**src/rtl/dite_defines.vh**
```
// Constants for the digital I/O timing engine
`ifndef DITE_DEFINES_VH
`define DITE_DEFINES_VH
// Register word addresses
`define DITE_A_CTRL 4'h0
`define DITE_A_FILT 4'h1
`define DITE_A_CDRISE 4'h2
`define DITE_A_CDFALL 4'h3
`define DITE_A_CDCAP 4'h4
`define DITE_A_COUNT 4'h5
`define DITE_A_FIFOW 4'h6
`define DITE_A_SWOUT 4'h7
`define DITE_A_STATUS 4'h8
`define DITE_A_CDDATA 4'h9
`define DITE_A_CHSEL 4'hA
// Control fields
`define DITE_C_RUN 0
`define DITE_C_FILT_EN 1
`define DITE_C_CD_EN 2
`define DITE_C_CD_BUF 3
`define DITE_C_MODE_LO 4
`define DITE_C_MODE_HI 5
`define DITE_C_FINITE 6
`define DITE_C_EXTCLK 7
`define DITE_C_STSRC_LO 8
`define DITE_C_STSRC_HI 9
`define DITE_C_STEDGE 10
`define DITE_C_PSRC 11
`define DITE_C_PPOL 12
`define DITE_C_SERIAL 13
`define DITE_C_CLR 14
// Continuous generation modes
`define DITE_M_REGEN 2'h0
`define DITE_M_ONBOARD 2'h1
`define DITE_M_NOREGEN 2'h2
// Start trigger sources
`define DITE_S_SOFT 2'h0
`define DITE_S_DIG 2'h1
`define DITE_S_ANA 2'h2
`define DITE_S_TIME 2'h3
// Filter step and clock period, in picoseconds
`define DITE_STEP_PS 25000
`define DITE_CLK_PS 25000
`define DITE_STEP_CYC ((`DITE_STEP_PS + `DITE_CLK_PS - 1) / `DITE_CLK_PS)
// Field offsets inside multi-field words
`define DITE_SW_MASK_LO 8
`define DITE_CH_TIMED_LO 8
`define DITE_FILT_SEL_LO 16
`define DITE_PERIOD_LO 16
// Status bits
`define DITE_ST_UNDER 0
`define DITE_ST_REFUSE 1
`define DITE_ST_DONE 2
`define DITE_ST_CDOVF 3
`endif

```
**src/rtl/dite_engine.v**
```verilog
// Digital I/O timing engine: input filter, change detection, timed output
// Functional notes
// - One filter setting per module, all lines
// - Enabled filter samples on derived filter clock
// - Minimum pass width set in 25 ns steps
// - Pulses under half width always rejected
// - Change passes after two consecutive equal samples
// - Per-line rise/fall watch captures the cap_q lines
// - Watch set and capture set independent
// - Edge change event pulse, routable out
// - Buffered capture via FIFO, else direct
// - Timed output always through onboard FIFO
// - Each software command writes one value
// - Serial module in timed task refuses software
// - Timed task never mixes parallel and serial
// - Sample clock internal or external source
// - Host buffer fills FIFO, outputs from FIFO
// - Finite mode stops after exact count
// - Regeneration refetches host buffer repeatedly
// - Onboard regeneration replays FIFO, refuses data
// - Non-regeneration flags underflow when empty
// - Start and pause triggers, selectable sources
// - Pause takes effect from next sample
//
// Strobed register access and the register offsets were left to the implementer.
`default_nettype none
`include "dite_defines.vh"
module dite_engine #(
  parameter NMOD = 2, // Input modules
  parameter LINES = 8, // Lines per module
  parameter DEPTH_LOG2 = 6, // Output FIFO depth, log2
  parameter CNT_W = 16 // Width of filter and sample counters
) (
  input wire clk,
  input wire rstn,
  input wire ce,
  input wire [3:0] addr,
  input wire [31:0] wdata,
  input wire wr,
  input wire rd,
  output reg [31:0] rdata,
  input wire [NMOD*LINES-1:0] din_pins,
  input wire ext_sample_clk,
  input wire start_dig,
  input wire start_ana,
  input wire start_time,
  input wire pause_dig,
  input wire pause_ana,
  output wire [NMOD*LINES-1:0] din_filtered,
  output reg edge_change_event,
  output reg [NMOD*LINES-1:0] cd_sample,
  output reg cd_sample_valid,
  output reg cd_fifo_push,
  input wire cd_fifo_full,
  output reg host_fetch_req,
  output reg [LINES-1:0] dout,
  output reg dout_strobe,
  output reg underflow_q
);
  localparam NL = NMOD*LINES;
  localparam DEPTH = 1 << DEPTH_LOG2;
  localparam integer STEP_I = `DITE_STEP_CYC; // Clock cycles per filter step
  localparam [CNT_W-1:0] STEP = STEP_I[CNT_W-1:0];
  // Generation states, one-hot
  localparam [2:0] S_IDLE = 3'b001;
  localparam [2:0] S_ARM = 3'b010;
  localparam [2:0] S_RUN = 3'b100;

  ////////////////////////////////////////////////////////////////////////
  // Registers
  reg [15:0] ctrl_q; // Control word
  reg [NMOD*CNT_W-1:0] filt_q; // Per-module min width in steps
  reg [NL-1:0] rise_q; // Lines watched for rising edges
  reg [NL-1:0] fall_q; // Lines watched for falling edges
  reg [NL-1:0] cap_q; // Lines captured
  reg [CNT_W-1:0] count_q; // Finite sample count
  reg [CNT_W-1:0] period_q; // Internal sample clock period
  reg [NMOD-1:0] mod_serial_q; // Module is serial kind
  reg [NMOD-1:0] mod_timed_q; // Module has channels in the timed task
  reg refuse_q; // Sticky refused-command flag
  reg done_q; // Sticky finite-done flag
  reg cd_ovf_q; // Sticky capture overflow
  reg [2:0] st_q; // Generation state
  reg [DEPTH_LOG2:0] wp_q, rp_q, fill_q; // FIFO pointers and onboard fill
  reg [LINES-1:0] mem [0:DEPTH-1]; // Output FIFO storage
  reg [CNT_W-1:0] done_cnt_q; // Samples issued
  reg [CNT_W-1:0] div_q; // Internal clock divider
  reg [2:0] ext_s; // External clock sync plus history
  reg [1:0] stt_s, pa_s, pd_s, sd_s, sa_s; // Trigger synchronisers
  reg stt_h, sd_h, sa_h; // Start trigger history

  wire run = ctrl_q[`DITE_C_RUN];
  wire [1:0] mode = ctrl_q[`DITE_C_MODE_HI:`DITE_C_MODE_LO];
  wire [1:0] stsrc = ctrl_q[`DITE_C_STSRC_HI:`DITE_C_STSRC_LO];
  wire fifo_empty = (wp_q == rp_q);
  wire fifo_full = (wp_q[DEPTH_LOG2] != rp_q[DEPTH_LOG2]) && (wp_q[DEPTH_LOG2-1:0] == rp_q[DEPTH_LOG2-1:0]);
  // Timed task mixing module kinds is illegal
  // kind mix check
  wire mix_bad = |(mod_timed_q & mod_serial_q) && |(mod_timed_q & ~mod_serial_q);

  ////////////////////////////////////////////////////////////////////////
  // Input filter, one clock divider per module shared by all its lines
  wire [NL-1:0] din_s1_w;
  genvar m, l;
  generate
    for (m = 0; m < NMOD; m = m + 1) begin : g_mod
      reg [LINES-1:0] s1, s2; // Pin synchroniser
      reg [CNT_W-1:0] fdiv_q; // Filter clock divider
      reg [LINES-1:0] out_q; // Debounced value
      reg [LINES*CNT_W-1:0] run_q; // Per-line agreeing-sample counts
      // Width N halves into two filter ticks per minimum width
      wire [CNT_W-1:0] half = (filt_q[m*CNT_W +: CNT_W] >> 1);
      wire ftick = (fdiv_q == 0);
      always @(posedge clk) begin
        if (!rstn) begin
          s1 <= {LINES{1'b0}};
          s2 <= {LINES{1'b0}};
        end else if (ce) begin
          s1 <= din_pins[m*LINES +: LINES];
          s2 <= s1;
        end
      end
      // Filter clock from chassis clock, period = half width in steps
      // derived filter clock
      always @(posedge clk) begin
        if (!rstn) begin
          fdiv_q <= {CNT_W{1'b0}};
        end else if (ce) begin
          if (ftick) begin
            fdiv_q <= (half == 0) ? {CNT_W{1'b0}} : (half * STEP) - 1'b1;
          end else begin
            fdiv_q <= fdiv_q - 1'b1;
          end
        end
      end
      for (l = 0; l < LINES; l = l + 1) begin : g_line
        // two ticks needed, short pulses die
        always @(posedge clk) begin
          if (!rstn) begin
            run_q[l*CNT_W +: CNT_W] <= {CNT_W{1'b0}};
            out_q[l] <= 1'b0;
          end else if (ce && ftick) begin
            if (s2[l] == out_q[l]) begin
              run_q[l*CNT_W +: CNT_W] <= {CNT_W{1'b0}};
            end else if (run_q[l*CNT_W +: CNT_W] >= 1) begin
              out_q[l] <= s2[l];
              run_q[l*CNT_W +: CNT_W] <= {CNT_W{1'b0}};
            end else begin
              run_q[l*CNT_W +: CNT_W] <= run_q[l*CNT_W +: CNT_W] + 1'b1;
            end
          end
        end
      end
      assign din_filtered[m*LINES +: LINES] = ctrl_q[`DITE_C_FILT_EN] ? out_q : s2;
      assign din_s1_w[m*LINES +: LINES] = s2;
    end
  endgenerate

  ////////////////////////////////////////////////////////////////////////
  // Change detection on filtered lines
  reg [NL-1:0] prev_q; // Previous filtered value
  wire [NL-1:0] hit = (rise_q & din_filtered & ~prev_q) | (fall_q & ~din_filtered & prev_q);
  always @(posedge clk) begin
    if (!rstn) begin
      prev_q <= {NL{1'b0}};
      edge_change_event <= 1'b0;
      cd_sample <= {NL{1'b0}};
      cd_sample_valid <= 1'b0;
      cd_fifo_push <= 1'b0;
      cd_ovf_q <= 1'b0;
    end else if (ce) begin
      prev_q <= din_filtered;
      edge_change_event <= ctrl_q[`DITE_C_CD_EN] && |hit;
      cd_sample_valid <= 1'b0;
      cd_fifo_push <= 1'b0;
      // Clear first, so an overflow in the same cycle still wins
      if (wr && addr == `DITE_A_STATUS && wdata[`DITE_ST_CDOVF]) begin
        cd_ovf_q <= 1'b0;
      end
      if (ctrl_q[`DITE_C_CD_EN] && |hit) begin
        cd_sample <= din_filtered & cap_q;
        if (ctrl_q[`DITE_C_CD_BUF]) begin
          cd_fifo_push <= ~cd_fifo_full;
          if (cd_fifo_full) begin
            cd_ovf_q <= 1'b1;
          end
        end else begin
          cd_sample_valid <= 1'b1;
        end
      end
    end
  end

  ////////////////////////////////////////////////////////////////////////
  // Trigger and sample clock synchronisers
  always @(posedge clk) begin
    if (!rstn) begin
      ext_s <= 3'h0;
      stt_s <= 2'h0;
      pa_s <= 2'h0;
      pd_s <= 2'h0;
      sd_s <= 2'h0;
      sa_s <= 2'h0;
      stt_h <= 1'b0;
      sd_h <= 1'b0;
      sa_h <= 1'b0;
    end else if (ce) begin
      ext_s <= {ext_s[1:0], ext_sample_clk};
      stt_s <= {stt_s[0], start_time};
      pa_s <= {pa_s[0], pause_ana};
      pd_s <= {pd_s[0], pause_dig};
      sd_s <= {sd_s[0], start_dig};
      sa_s <= {sa_s[0], start_ana};
      stt_h <= stt_s[1];
      sd_h <= sd_s[1];
      sa_h <= sa_s[1];
    end
  end
  // Selected start edge; time source is a rising level change
  // start source and edge select
  reg start_ev;
  always @* begin
    case (stsrc)
      `DITE_S_DIG: start_ev = ctrl_q[`DITE_C_STEDGE] ? (sd_h & ~sd_s[1]) : (~sd_h & sd_s[1]);
      `DITE_S_ANA: start_ev = ctrl_q[`DITE_C_STEDGE] ? (sa_h & ~sa_s[1]) : (~sa_h & sa_s[1]);
      `DITE_S_TIME: start_ev = ~stt_h & stt_s[1];
      default: start_ev = 1'b1; // Software start fires when armed
    endcase
  end
  wire pause_raw = ctrl_q[`DITE_C_PSRC] ? pa_s[1] : pd_s[1];
  wire pause = pause_raw ^ ctrl_q[`DITE_C_PPOL];
  wire sclk = ctrl_q[`DITE_C_EXTCLK] ? (ext_s[1] & ~ext_s[2]) : (div_q == 0);

  ////////////////////////////////////////////////////////////////////////
  // Generation state machine and output FIFO
  wire host_wr = wr && addr == `DITE_A_FIFOW;
  // onboard replay refuses new data once running
  wire load_ok = host_wr && !fifo_full && !(mode == `DITE_M_ONBOARD && st_q == S_RUN && !ctrl_q[`DITE_C_FINITE]);
  // pause sampled only at sample boundaries
  wire take = (st_q == S_RUN) && sclk && !pause;
  wire pop = take && !fifo_empty;
  // software refused on timed serial module
  wire sw_bad = |(mod_serial_q & mod_timed_q & wdata[`DITE_SW_MASK_LO +: NMOD]) && (st_q != S_IDLE);
  always @(posedge clk) begin
    if (!rstn) begin
      st_q <= S_IDLE;
      wp_q <= {(DEPTH_LOG2+1){1'b0}};
      rp_q <= {(DEPTH_LOG2+1){1'b0}};
      fill_q <= {(DEPTH_LOG2+1){1'b0}};
      done_cnt_q <= {CNT_W{1'b0}};
      div_q <= {CNT_W{1'b0}};
      dout <= {LINES{1'b0}};
      dout_strobe <= 1'b0;
      host_fetch_req <= 1'b0;
      underflow_q <= 1'b0;
      refuse_q <= 1'b0;
      done_q <= 1'b0;
    end else if (ce) begin
      dout_strobe <= 1'b0;
      div_q <= (st_q != S_RUN || div_q == 0) ? period_q : div_q - 1'b1;
      if (load_ok) begin
        mem[wp_q[DEPTH_LOG2-1:0]] <= wdata[LINES-1:0];
        wp_q <= wp_q + 1'b1;
        // Onboard image restarts when its first word lands in an empty FIFO
        if (mode == `DITE_M_ONBOARD) begin
          fill_q <= fifo_empty ? {{DEPTH_LOG2{1'b0}}, 1'b1} : fill_q + 1'b1;
        end
      end
      // request more host data in streaming modes
      host_fetch_req <= (st_q == S_RUN) && (mode != `DITE_M_ONBOARD) && !fifo_full;
      if (wr && addr == `DITE_A_SWOUT) begin
        if (sw_bad) begin
          refuse_q <= 1'b1;
        end else begin
          dout <= wdata[LINES-1:0];
          dout_strobe <= 1'b1;
        end
      end
      if (wr && addr == `DITE_A_STATUS) begin
        underflow_q <= underflow_q & ~wdata[`DITE_ST_UNDER];
        refuse_q <= refuse_q & ~wdata[`DITE_ST_REFUSE];
        done_q <= done_q & ~wdata[`DITE_ST_DONE];
      end
      case (st_q)
        S_IDLE: begin
          done_cnt_q <= {CNT_W{1'b0}};
          if (run && !mix_bad) begin
            st_q <= S_ARM;
          end else if (run) begin
            refuse_q <= 1'b1;
          end
        end
        S_ARM: begin
          if (!run) begin
            st_q <= S_IDLE;
          end else if (start_ev) begin
            st_q <= S_RUN;
          end
        end
        S_RUN: begin
          if (!run) begin
            st_q <= S_IDLE;
          end else if (take) begin
            if (fifo_empty) begin
              underflow_q <= 1'b1;
            end else begin
              dout <= mem[rp_q[DEPTH_LOG2-1:0]];
              dout_strobe <= 1'b1;
              done_cnt_q <= done_cnt_q + 1'b1;
              if (mode == `DITE_M_ONBOARD && !ctrl_q[`DITE_C_FINITE] && rp_q + 1'b1 == wp_q) begin
                rp_q <= wp_q - fill_q;
              end else begin
                rp_q <= rp_q + 1'b1;
              end
              if (ctrl_q[`DITE_C_FINITE] && done_cnt_q + 1'b1 == count_q) begin
                st_q <= S_IDLE;
                done_q <= 1'b1;
              end
            end
          end
        end
        default: st_q <= S_IDLE;
      endcase
    end
  end

  ////////////////////////////////////////////////////////////////////////
  // Register writes
  integer i;
  always @(posedge clk) begin
    if (!rstn) begin
      ctrl_q <= 16'h0000;
      filt_q <= {(NMOD*CNT_W){1'b0}};
      rise_q <= {NL{1'b0}};
      fall_q <= {NL{1'b0}};
      cap_q <= {NL{1'b0}};
      count_q <= {CNT_W{1'b0}};
      period_q <= {CNT_W{1'b0}};
      mod_serial_q <= {NMOD{1'b0}};
      mod_timed_q <= {NMOD{1'b0}};
    end else if (ce) begin
      if (st_q == S_RUN && ctrl_q[`DITE_C_FINITE] && take && !fifo_empty && done_cnt_q + 1'b1 == count_q) begin
        ctrl_q[`DITE_C_RUN] <= 1'b0; // Finite run self-clears
      end
      if (wr) begin
        case (addr)
          `DITE_A_CTRL: ctrl_q <= wdata[15:0];
          `DITE_A_FILT: begin
            for (i = 0; i < NMOD; i = i + 1) begin
              if (wdata[`DITE_FILT_SEL_LO + i]) begin
                filt_q[i*CNT_W +: CNT_W] <= wdata[CNT_W-1:0];
              end
            end
          end
          `DITE_A_CDRISE: rise_q <= wdata[NL-1:0];
          `DITE_A_CDFALL: fall_q <= wdata[NL-1:0];
          `DITE_A_CDCAP: cap_q <= wdata[NL-1:0];
          `DITE_A_COUNT: begin
            count_q <= wdata[CNT_W-1:0];
            period_q <= wdata[`DITE_PERIOD_LO +: CNT_W];
          end
          `DITE_A_CHSEL: begin
            mod_serial_q <= wdata[NMOD-1:0];
            mod_timed_q <= wdata[`DITE_CH_TIMED_LO +: NMOD];
          end
          default: ;
        endcase
      end
    end
  end

  ////////////////////////////////////////////////////////////////////////
  // Read data, one cycle after the strobe
  always @(posedge clk) begin
    if (!rstn) begin
      rdata <= 32'h00000000;
    end else if (ce) begin
      rdata <= 32'h00000000;
      if (rd) begin
        case (addr)
          `DITE_A_CTRL: rdata <= {16'h0000, ctrl_q};
          `DITE_A_CDRISE: rdata <= {{(32-NL){1'b0}}, rise_q};
          `DITE_A_CDFALL: rdata <= {{(32-NL){1'b0}}, fall_q};
          `DITE_A_CDCAP: rdata <= {{(32-NL){1'b0}}, cap_q};
          `DITE_A_STATUS: rdata <= {16'h0000, done_cnt_q[7:0], 1'b0, st_q,
            cd_ovf_q, done_q, refuse_q, underflow_q};
          `DITE_A_CDDATA: rdata <= {{(32-NL){1'b0}}, din_s1_w};
          default: rdata <= 32'h00000000;
        endcase
      end
    end
  end
endmodule // dite_engine
`default_nettype wire
```
**config.mk**
```make
export PLATFORM = sky130hd
export DESIGN_NAME = dite_engine
export DESIGN_NICKNAME = d
export VERILOG_FILES = /design/src/rtl/dite_engine.v
export VERILOG_INCLUDE_DIRS = /design/src /design/src/rtl
export SDC_FILE = /design/constraint.sdc
export NUM_CORES = 2
export LEC_CHECK = 0
export BUFFER_PORTS_ARGS = -buffer_cell sky130_fd_sc_hd__buf_4
export CAP_MARGIN = 20
export CORE_MARGIN = 4
export CORE_UTILIZATION = 60
export CTS_CLUSTER_DIAMETER = 80
export DETAILED_ROUTE_END_ITERATION = 6
export PLACE_DENSITY = 0.77
export SYNTH_ARGS = -nofsm -noshare
export SYNTH_HDL_FRONTEND = slang
export SYNTH_SLANG_ARGS = --single-unit
```
**constraint.sdc**
```tcl
create_clock -name clk -period 4 [get_ports clk]
set_clock_uncertainty 0.15 [all_clocks]
set_input_delay 0.6 -clock clk [delete_from_list [all_inputs] [get_ports clk]]
set_output_delay 0.6 -clock clk [all_outputs]
set_load 0.005 [all_outputs]
```
==> flow_summary.yaml <==
layout:
  final_cell_area_sq_um: 52760
  post_route_cells_drive_above_1_share_pct: 13.64
  final_common_cell: "dfxtp_1"
  final_cell_mix: "dfxtp_1, edfxtp_1, nor2_1"
  synthToLayoutAreaGrowth_pct: 13.04
  fin_nets: 4341
synth:
  synth.avg_cell_area_sq_um: 11.39
  yosysWarnings: 0
  synth_edf_count: 512
  synth.top_cell.area_share_pct: 32.94
  async_flop_share_pct: 0
  netlist_area_sq_um: 46670
  synth_seq_area_share_pct: 59.07
  ys_types: 83
  synth_top_area_cell: "edfxtp_1"
  ys_ff_latch: 1121
  ys.flop_type: "dfxtp_1"
  syn_inst: 4097
  synth.area.top_cells: "edfxtp_1, dfxtp_1, mux4_2"
die:
  ios: 142
  num_rows: 102
  core_area_sq_um: 77340
  die_h_um: 286.9
  die_w_um: 286.9
  dieArea_sq_um: 82310
  start_util_pct: 60.35
timing:
  slew_viol_final: 0
  final_hold_viol_count: 0
  relSlewSlack_pct: 32.30
  tightest_slew_ns: 1.015
  period_needed_ns: 3.469
  fin_setup_tns_ns: 0
  fin_crit_sh_pct: 86.73
  finalSetupViolCount: 0
  fmax_mhz: 288.3
  rsz0062_at_grt: "false"
grt:
  grt_max_degree: 201
  grt_pass1_vias: 31645
  overflow: 0
  grt_pass1_wl_um: 183200
  grt_util_all_layers_pct: 28.27
  antenna_found_initial: 5
cts:
  clock-root-buffer: "clkbuf_16"
  cts_resized: 0
  cts_sinks: 1121
  insertion_delay_ns: 0.68
  clkTransAtPathRegs_ns: 0.06
  numCtsBuffers: 112
  cts.path.max_buffers: 3
  post_cts_buffers: 0
  cts_tree: "yes"
  htreeDepth: 3
  cts_hold_repair.buffers: 29
pwr:
  clkPwrFrac_pct: 41.3
  p_sw_mw: 6.616
  combPwrFrac_pct: 11.1
  switching_share_pct: 25.35
  ir_drop_v: 0.0004877
  leakagePower_nw: 18.43
  p_per_area_nw_per_um2: 494.8
  seqPwrFrac_pct: 47.6
  p_int_mw: 19.49
critical_path:
  cp_num_buf_inv: 0
  start_kind: "flop"
  slowest_delay_ns: 0.66
  cp_top_family: "simple AND/OR/NAND/NOR gates"
  cp_max_fo: 16
  criticalPathCategory: "reg2reg"
  arrival_ns: 3.88
  path_cells: "xor2_1, nor4_1, and4_1, or4_1, a21oi_1, a222oi_1, nand2_1"
  crit_path_top_delay_cell: "or4_1"
  cp-end-kind: "flop"
  cp.required_ns: 4.41
route:
  initialDrtViolationCount: 3664
  vias: 33162
  firstDrtPassIters: 6
  viasPerCell: 6.202
  postRouteAntennaNets: 0
  drt_wl_total_um: 118000
  drcViolationCount: 0
  wl_per_cell_um: 22.07
place:
  portBuffers: 125
  placed_area_sq_um: 48640
  dpl.hpwl_um: 73760
  globalplace.congestion: 0.9143
job:
  maxCapViolCount: 0
min_path:
  min_path_type: "in2reg"
status:
  status: "complete, no violations"
-- area by class of cell --
type / count / area, sq um
multi-input cells: 2656 / 17830
repair buffers: 231 / 1886
flip-flops and latches: 1121 / 27580
diodes: 4 / 10.01
inverters: 88 / 337.8
clock buffers: 154 / 3192
fillers: 5512 / 24580
well taps: 1040 / 1301
clock inverters: 53 / 626.9
-- Yosys cell counts, types with 27 or more instances --
cell and n:
inv_1 88, nand3_1 81, and2_1 96, a31oi_1 91, a211oi_1 31, nor4_1 84, mux4_2 128, o21ai_0 101
and3_1 58, mux2i_1 129, a21oi_1 289, nor3_1 66, xor2_1 27, clkbuf_1 169, ha_1 66, xnor2_1 66
dfxtp_1 609, buf_2 30, edfxtp_1 512, nand2_1 408, nand4_1 46, nor2_1 457, a22oi_1 98
-- sequential cells by signal, summed over array words and instances, names as in the netlist, 8 cells and up, named ones only --
name / cells
g_mod.s2: 16
ctrl_q: 16
period_q: 16
mem: 512
g_mod.out_q: 16
count_q: 16
cap_q: 16
div_q: 16
g_mod.run_q: 256
filt_q: 30
cd_sample: 16
g_mod.s1: 16
fall_q: 16
g_mod.fdiv_q: 32
prev_q: 16
dout: 8
rdata: 16
done_cnt_q: 16
rise_q: 16
-- worst min-delay path: stages --
cell	delay [ns]
buf_4	0.11
nand2_1	0.06
a21oi_1	0.05
-- through the flow --
stage | cells | setup slack [ns] | utilization (%) | hold WS [ns] | power, mW
6_report | 5347 | 0.5309 | 68.21 | 0.03228 | 26.11
2_1_floorplan | 4112 | 0.7085 | - | 0.2583 | 14.74
3_5_place_dp | 5107 | 0.4295 | 62.89 | 0.2727 | 15.50
5_1_grt | 5346 | 0.3331 | 68.21 | 0.02818 | 27.09
3_3_place_gp | 5107 | 0.5417 | 62.89 | 0.2739 | 15.45
4_1_cts | 5343 | 0.6381 | 68.20 | 0.002574 | 26.19
-- cells by family after synthesis --
family,share of synthesized area (%)
buf+inv,3.011
xor+xnor,1.745
compound gates,9.633
fa+ha+maj,1.812
other cells,0.008035
flops,59.07
simple gates,15.73
mux,8.992
-- routing by layer --
| metal | global-route usage (%) | up-vias | routed length, um |
|---|---|---|---|
| met5 | 0 | - | 7 |
| met4 | 12.54 | 2 | 5534 |
| met3 | 4.044 | 300 | 9525 |
| met2 | 46.04 | 1579 | 55950 |
| met1 | 38.10 | 16018 | 46990 |
| li1 | - | 15263 | - |
-- path summary, 6_finish.rpt --
kind                       from                 end  slack, ns  cells past startpoint
max                     wp_q[3]             dout[3]       0.53                      7
min                   wdata[25]         period_q[9]       0.03                      3
max reg2reg             wp_q[3]             dout[3]       0.53                      7
min reg2reg  g_mod[0].run_q[15]  g_mod[0].run_q[15]       0.28                      2
-- power groups by stage --
stage | Clock (mW) | Sequential (mW) | Combinational [mW]
floorplan | 0 | 12.6 | 2.14
global placement | 0 | 12.7 | 2.79
detailed placement | 0 | 12.7 | 2.82
CTS | 10.9 | 12.4 | 2.87
global route | 11.4 | 12.5 | 3.23
finish | 10.8 | 12.4 | 2.90
(Power assumes the default switching activity.)
